[src/core/otpprg_pkg.sv]
// Constants shared by the one-time-programmable memory programmer
package otpprg_pkg;
    localparam int unsigned ADDR_W        = 17;
    localparam int unsigned DATA_W        = 8;
    localparam int unsigned CLK_MHZ       = 10;
    localparam int unsigned T_PULSE_MIN_US = 30;
    localparam int unsigned T_PULSE_MAX_US = 105;
    localparam int unsigned T_SETUP_US    = 2;
    localparam int unsigned T_READ_NS     = 150;
    localparam int unsigned CLK_PERIOD_NS = 100;
    localparam int unsigned CYC_PULSE_MIN = T_PULSE_MIN_US * CLK_MHZ;
    localparam int unsigned CYC_PULSE_MAX = T_PULSE_MAX_US * CLK_MHZ;
    localparam int unsigned CYC_SETUP     = T_SETUP_US * CLK_MHZ;
    localparam int unsigned CYC_READ      =
        (T_READ_NS + CLK_PERIOD_NS - 1) / CLK_PERIOD_NS;
    localparam int unsigned CNT_W         = 11;
    localparam int unsigned PULSE_CNT_W   = 8;
    localparam logic [PULSE_CNT_W-1:0] MAX_PULSES_RST = 8'h19;
    localparam logic [DATA_W-1:0] BLANK_BYTE = 8'hFF;
    localparam logic [DATA_W-1:0] CONT_CODE  = 8'h7F;
    localparam logic [ADDR_W-1:0] ID_ADDR_BASE = 17'h1FFFC;
    localparam int unsigned ID_BYTE_BIT   = 0;
    localparam int unsigned ID_BANK_BIT   = 1;

    typedef enum logic [2:0] {
        OTPPRG_OP_READ,
        OTPPRG_OP_PROGRAM,
        OTPPRG_OP_VERIFY,
        OTPPRG_OP_ID,
        OTPPRG_OP_INHIBIT
    } otpprg_op_t;

    // Odd parity over a whole byte
    function automatic logic otpprg_odd_parity(input logic [DATA_W-1:0] b);
        return ^b;
    endfunction : otpprg_odd_parity
endpackage : otpprg_pkg

[src/core/otpprg_ctrl.sv]
// Programmer that drives the memory pins for read, program, verify, inhibit and id
`timescale 1ns/1ns
module otpprg_ctrl (
    input  wire logic                          clk,
    input  wire logic                          rst_n,
    input  wire logic                          req_valid,
    output logic                               req_ready,
    input  wire otpprg_pkg::otpprg_op_t        req_op,
    input  wire logic [otpprg_pkg::ADDR_W-1:0] req_addr,
    input  wire logic [otpprg_pkg::DATA_W-1:0] req_data,
    input  wire logic                          req_long_pulse,
    input  wire logic [otpprg_pkg::PULSE_CNT_W-1:0] max_pulses,
    output logic                               rsp_valid,
    output logic [otpprg_pkg::DATA_W-1:0]      rsp_data,
    output logic                               rsp_fail,
    output logic                               rsp_parity_ok,
    output logic [otpprg_pkg::PULSE_CNT_W-1:0] rsp_pulses,
    output logic [otpprg_pkg::ADDR_W-1:0]      mem_addr,
    input  wire logic [otpprg_pkg::DATA_W-1:0] mem_dq_in,
    output logic [otpprg_pkg::DATA_W-1:0]      mem_dq_out,
    output logic                               mem_dq_oe_n,
    output logic                               chip_select_n,
    output logic                               output_enable_n,
    output logic                               program_strobe_n,
    output logic                               vpp_raise,
    output logic                               vcc_raise,
    output logic                               id_mode_address_line_hv
);
    import otpprg_pkg::*;

    typedef enum logic [2:0] {
        S_IDLE, S_SETUP, S_PULSE, S_RECOVER, S_READ, S_DONE
    } otpprg_state_t;

    logic              rst_meta;
    logic              rst_sync_n;
    logic [DATA_W-1:0] dq_sync;
    otpprg_state_t     state;
    otpprg_op_t        op;
    logic [CNT_W-1:0]  cnt;
    logic [PULSE_CNT_W-1:0] pulses;
    logic [PULSE_CNT_W-1:0] limit;
    logic              long_pulse;
    logic [DATA_W-1:0] target;

    always_ff @(posedge clk or negedge rst_n) begin
        if (!rst_n) begin
            rst_meta   <= 1'b0;
            rst_sync_n <= 1'b0;
        end else begin
            rst_meta   <= 1'b1;
            rst_sync_n <= rst_meta;
        end
    end

    otpprg_sync u_sync (
        .clk   (clk),
        .rst_n (rst_sync_n),
        .d     (mem_dq_in),
        .q     (dq_sync)
    );

    assign req_ready = (state == S_IDLE);

    function automatic logic [CNT_W-1:0] pulse_len(input logic lng);
        return lng ? CNT_W'(CYC_PULSE_MAX) : CNT_W'(CYC_PULSE_MIN);
    endfunction : pulse_len

    // Sequencer
    always_ff @(posedge clk or negedge rst_sync_n) begin
        if (!rst_sync_n) begin
            state <= S_IDLE;
            cnt   <= '0;
        end else begin
            case (state)
                S_IDLE: begin
                    if (req_valid) begin
                        state <= S_SETUP;
                        cnt   <= CNT_W'(CYC_SETUP);
                    end
                end
                S_SETUP: begin
                    if (cnt > CNT_W'(1)) begin
                        cnt <= cnt - CNT_W'(1);
                    end else if (op == OTPPRG_OP_PROGRAM ||
                                 op == OTPPRG_OP_INHIBIT) begin
                        state <= S_PULSE;
                        cnt   <= pulse_len(long_pulse);
                    end else begin
                        state <= S_READ;
                        cnt   <= CNT_W'(CYC_READ + 2);
                    end
                end
                S_PULSE: begin
                    if (cnt > CNT_W'(1)) begin
                        cnt <= cnt - CNT_W'(1);
                    end else begin
                        state <= S_RECOVER;
                        cnt   <= CNT_W'(CYC_SETUP);
                    end
                end
                S_RECOVER: begin
                    if (cnt > CNT_W'(1)) begin
                        cnt <= cnt - CNT_W'(1);
                    end else begin
                        state <= S_READ;
                        cnt   <= CNT_W'(CYC_READ + 2);
                    end
                end
                S_READ: begin
                    if (cnt > CNT_W'(1)) begin
                        cnt <= cnt - CNT_W'(1);
                    end else if ((op == OTPPRG_OP_PROGRAM) &&
                                 (dq_sync != target) &&
                                 (pulses < limit)) begin
                        state <= S_SETUP;
                        cnt   <= CNT_W'(CYC_SETUP);
                    end else begin
                        state <= S_DONE;
                    end
                end
                S_DONE: state <= S_IDLE;
                default: state <= S_IDLE;
            endcase
        end
    end

    // Request capture and pulse counting
    always_ff @(posedge clk or negedge rst_sync_n) begin
        if (!rst_sync_n) begin
            op         <= OTPPRG_OP_READ;
            mem_addr   <= '0;
            target     <= BLANK_BYTE;
            long_pulse <= 1'b0;
            limit      <= MAX_PULSES_RST;
            pulses     <= '0;
        end else if (state == S_IDLE && req_valid) begin
            op         <= req_op;
            target     <= req_data;
            long_pulse <= req_long_pulse;
            limit      <= (max_pulses == '0) ? MAX_PULSES_RST : max_pulses;
            pulses     <= '0;
            if (req_op == OTPPRG_OP_ID) begin
                mem_addr <= ID_ADDR_BASE | req_addr & ADDR_W'(3);
            end else begin
                mem_addr <= req_addr;
            end
        end else if (state == S_PULSE && cnt == CNT_W'(1)) begin
            pulses <= pulses + PULSE_CNT_W'(1);
        end
    end

    // Pin drive for each phase
    always_ff @(posedge clk or negedge rst_sync_n) begin
        if (!rst_sync_n) begin
            chip_select_n           <= 1'b1;
            output_enable_n         <= 1'b1;
            program_strobe_n        <= 1'b1;
            mem_dq_oe_n             <= 1'b1;
            mem_dq_out              <= '0;
            vpp_raise               <= 1'b0;
            vcc_raise               <= 1'b0;
            id_mode_address_line_hv <= 1'b0;
        end else begin
            vpp_raise <= (state != S_IDLE && state != S_DONE) &&
                         (op == OTPPRG_OP_PROGRAM ||
                          op == OTPPRG_OP_VERIFY ||
                          op == OTPPRG_OP_INHIBIT);
            vcc_raise <= (state != S_IDLE && state != S_DONE) &&
                         (op == OTPPRG_OP_PROGRAM ||
                          op == OTPPRG_OP_INHIBIT);
            id_mode_address_line_hv <= (state != S_IDLE &&
                                        state != S_DONE) &&
                                       (op == OTPPRG_OP_ID);
            chip_select_n <= !((state == S_PULSE &&
                                op == OTPPRG_OP_PROGRAM) ||
                               state == S_READ);
            output_enable_n <= !(state == S_READ &&
                                 op != OTPPRG_OP_INHIBIT);
            program_strobe_n <= !(state == S_PULSE);
            mem_dq_oe_n <= !(state == S_SETUP || state == S_PULSE ||
                             (state == S_RECOVER)) ||
                           !(op == OTPPRG_OP_PROGRAM ||
                             op == OTPPRG_OP_INHIBIT);
            mem_dq_out  <= target;
        end
    end

    // Answer
    always_ff @(posedge clk or negedge rst_sync_n) begin
        if (!rst_sync_n) begin
            rsp_valid     <= 1'b0;
            rsp_data      <= '0;
            rsp_fail      <= 1'b0;
            rsp_parity_ok <= 1'b0;
            rsp_pulses    <= '0;
        end else begin
            rsp_valid <= (state == S_DONE);
            if (state == S_READ && cnt == CNT_W'(1)) begin
                rsp_data      <= dq_sync;
                rsp_parity_ok <= otpprg_odd_parity(dq_sync);
                rsp_fail      <= (op == OTPPRG_OP_PROGRAM ||
                                  op == OTPPRG_OP_VERIFY) &&
                                 (dq_sync != target);
                rsp_pulses    <= pulses;
            end
        end
    end
endmodule : otpprg_ctrl

[src/core/otpprg_sync.sv]
// Two-flop synchroniser for the data pins coming back from the memory
`timescale 1ns/1ns
module otpprg_sync (
    input  wire logic                         clk,
    input  wire logic                         rst_n,
    input  wire logic [otpprg_pkg::DATA_W-1:0] d,
    output logic      [otpprg_pkg::DATA_W-1:0] q
);
    import otpprg_pkg::*;
    logic [DATA_W-1:0] meta;

    always_ff @(posedge clk or negedge rst_n) begin
        if (!rst_n) begin
            meta <= '0;
            q    <= '0;
        end else begin
            meta <= d;
            q    <= meta;
        end
    end
endmodule : otpprg_sync

[config.mk]
export PLATFORM = sky130hd
export DESIGN_NAME = otpprg_ctrl
export DESIGN_NICKNAME = d
export VERILOG_FILES = /design/src/core/otpprg_pkg.sv /design/src/core/otpprg_ctrl.sv /design/src/core/otpprg_sync.sv
export SDC_FILE = /design/constraint.sdc
export NUM_CORES = 1
export LEC_CHECK = 0
export BUFFER_PORTS_ARGS = -buffer_cell sky130_fd_sc_hd__buf_2
export CAP_MARGIN = 0
export CORE_MARGIN = 1
export CORE_UTILIZATION = 25
export DETAILED_ROUTE_END_ITERATION = 16
export MAX_ROUTING_LAYER = met4
export PLACE_DENSITY_LB_ADDON = 0.15
export SLEW_MARGIN = 20
export SYNTH_ARGS = -nofsm -noshare
export SYNTH_HDL_FRONTEND = slang
export SYNTH_SLANG_ARGS = --single-unit
[constraint.sdc]
create_clock -name clk -period 5 [get_ports clk]
set_clock_uncertainty 0.2 [all_clocks]
set_input_delay 0.5 -clock clk [delete_from_list [all_inputs] [get_ports clk]]
set_output_delay 0.5 -clock clk [all_outputs]
set_load 0.01 [all_outputs]
==> qor.yml <==
global_route:
  gr-total-overflow: 0
  antenna_found_initial: 0
  grt_max_degree: 62
  grt_use_total_pct: 13.2
  grt_pass1_vias: 3527
  grt_pass1_wl_um: 19000
pwr:
  powerDensity_nw_per_um2: 311
  power_w: 0.00179
  ir_worst_vdd_mv: 0.155
  power_leakage_nw: 2.75
synthesis:
  ys.flop_type: "dfrtp_1"
  yosys.area_share.adder_pct: 2.66
  synth_edf_count: 0
  synth_seq_cells: 111
  muxShareOfSynthArea_pct: 4.52
  synthDistinctLibCells: 57
  synthCells: 420
  synth_warnings: 0
  synth_xor_area_share_pct: 4.46
  synth_compound_area_share_pct: 11.3
  synth.avg_cell_area_um2: 11.2
  synth_top_family_by_area: "simple AND/OR/NAND/NOR gates"
  ys_seq_area_share_pct: 59.4
  syn_area_um2: 4710
  synthArstFlopShare_pct: 100
  syn-num-nets: 478
  synth-simple-area-share_pct: 15.3
clock_network:
  numCtsBuffers: 9
  post_cts.repair.setup_buffers: 0
  clock-sinks: 111
  clkTransAtPathRegs_ns: 0.07
  cts_root_buf: "clkbuf_16"
  h-tree-depth: 3
  clk_latency_ns: 0.36
  cts_tree: "built"
  clockBufferDepth: 2
sta:
  slew_violations: 0
  rsz0062_at_grt: "false"
  setup_viol: 0
  post-route-period-util_pct: 58.3
  worst_hold_slack_ns: 0.0413
  layout_min_cycle_time_ns: 2.91
  setup_tns_ns: 0
  fmax_ghz: 0.343
  tightestPinTransition_ns: 1.04
  hold_viol: 0
  maxSlewHeadroom_pct: 30.3
finish:
  drive_gt1_share_pct: 30.9
  antennaDiodeCount: 0
  final_core_utilization_pct: 31.7
  num-fill-cells: 1855
  synthToLayoutAreaGrowth_pct: 22.4
  final_nets: 577
  layout.cells.non_filler: 753
floorplanning:
  rows: 49
  die-area_um2: 19400
  initial_core_util_pct: 25.9
  die_w_um: 139
  core_area_um2: 18200
  ios: 100
  die_y_um: 139
detailed_routing:
  vias: 3383
  wire_per_inst_um: 15.5
  drt_iter0_markers: 135
  drt-vias-per-instance: 4.49
  routed_wl_um: 11700
  drc: 0
  first_pass_iters: 4
  ant_nets: 0
place:
  post-dp-hpwl_um: 8250
  place.gp.congestion: 0.776
  io_buffers: 99
  post-place-cells: 736
critical_path:
  cp.arrival_ns: 2.94
  criticalPathCategory: "reg2reg"
  timing.rr.end: "cnt[6]"
  r2r_cells: 6
  cp_max_fo: 19
  r2r-start: "state[1]"
  ff2ff_setup_slack_ns: 2.09
  required_ns: 5.02
  crit_path_end_kind: "flop"
  cp-start-kind: "flop"
outcome:
  status: "finished, final reports clean"
min_path:
  hold_end: "u_sync.meta[0]"
  hp-class: "in2reg"
  worstHoldPathCells: 1
  hp-start: "mem_dq_in[0]"
job:
  drv_cap: 0
[worst max-delay path, cell delays in order (launching register included)]
cell and delay [ns]:
dfrtp_1 0.51, nor2_1 0.36, nand3b_1 0.69, o21ai_0 0.37, nor2_1 0.13, nor2_1 0.38, a31oi_1 0.14
[cells by family after synthesis]
| group | after synthesis |
|---|---|
| and+or+nand+nor | 148 |
| DFF | 111 |
| AOI/OAI and AO/OA | 81 |
| buffers and inverters | 26 |
| xor gates and xnor gates | 24 |
| muxes | 19 |
| adders and majority gates | 10 |
| other | 1 |
[final cells by class]
type | instances | area (um2) | share of cell area [%]
sequential | 111 | 2800 | 48.6
multi-input combinational | 283 | 1820 | 31.5
timing repair buffer | 103 | 528 | 9.16
tap | 229 | 287 | 4.97
clock buffer | 10 | 239 | 4.14
clock inverter | 6 | 52.6 | 0.911
inverter | 11 | 41.3 | 0.716
[worst max path at each step]
stage	startpoint	to	slack, ns
after floorplan	rst_sync_n	cnt[0]	1.51
after global placement	state[1]	cnt[6]	2.18
after detailed placement	state[1]	cnt[9]	2.05
after CTS	state[1]	cnt[9]	2.06
after global routing	state[1]	cnt[10]	1.85
final	state[1]	cnt[6]	2.09
[flip-flops by register name, summed over array words and instances, names as in the netlist, 3 cells and up]
name / cells
state: 3
limit: 8
op: 3
rsp_pulses: 8
cnt: 11
rsp_data: 8
u_sync.meta: 8
pulses: 8
target: 8
u_sync.q: 8
mem_addr: 17
mem_dq_out: 8
[per-layer routing]
layer,vias to the layer above,GRT usage (%),part of all wire (%)
met2,48,21.3,50
met4,0,6.32,1.7
met1,1670,16.0,46
met5,-,-,0
li1,1655,-,-
met3,10,2.10,2.3
[through the flow]
stage          worst slack, ns  instance area [um2]
3_5_place_dp              2.05                 5470
6_report                  2.09                 5770
4_1_cts                   2.06                 5770
5_1_grt                   1.85                 5770
3_3_place_gp              2.18                 5460
2_1_floorplan             1.51                 4710
[power breakdown]
part           switching [W]  internal [W]  leakage, nW
registers          0.0000318      0.000935         1.33
clock network       0.000354      0.000360        0.138
logic              0.0000562     0.0000546         1.28
total               0.000442       0.00135         2.75
[cell usage after synthesis (all sizes together), types with 2 or more instances]
cell    number  area, um2
a211oi       2       15.0
xor2        12        105
nor3b        2       15.0
nor3         8       40.0
inv         11       41.3
a31oi        9       56.3
nand3b       3       22.5
clkbuf       8       30.0
dfstp       15        394
nor2        28        110
or4          3       22.5
dfrtp       96       2400
nor4b        2       23.8
mux2        18        203
nand2       75        282
nor2b        3       18.8
o22a        16        140
a21oi       15       78.8
nor4         6       67.6
or2          2       12.5
or3          2       12.5
ha          10        125
nand2b       4       25.0
nand4        2       12.5
xnor2       12        105
nand3        4       25.0
buf          7       36.3
o21ai       24        120
[repair_timing]
action	in CTS	in global routing
endpoints found under the hold margin	2	0
gates resized for setup	0	0
endpoints found under the setup margin	0	0
hold buffers	1	0
[cells in the final DEF, fill, tap and decap left out, types with 12 or more instances in the layout]
master	instances
buf_2	99
dfrtp_1	95
nand2_1	75
nor2_1	26
mux2_2	18
o21ai_0	17
o22a_1	16
dfstp_2	15
a21oi_1	14
xor2_1	12
xnor2_1	12
(Power assumes the default switching activity.)
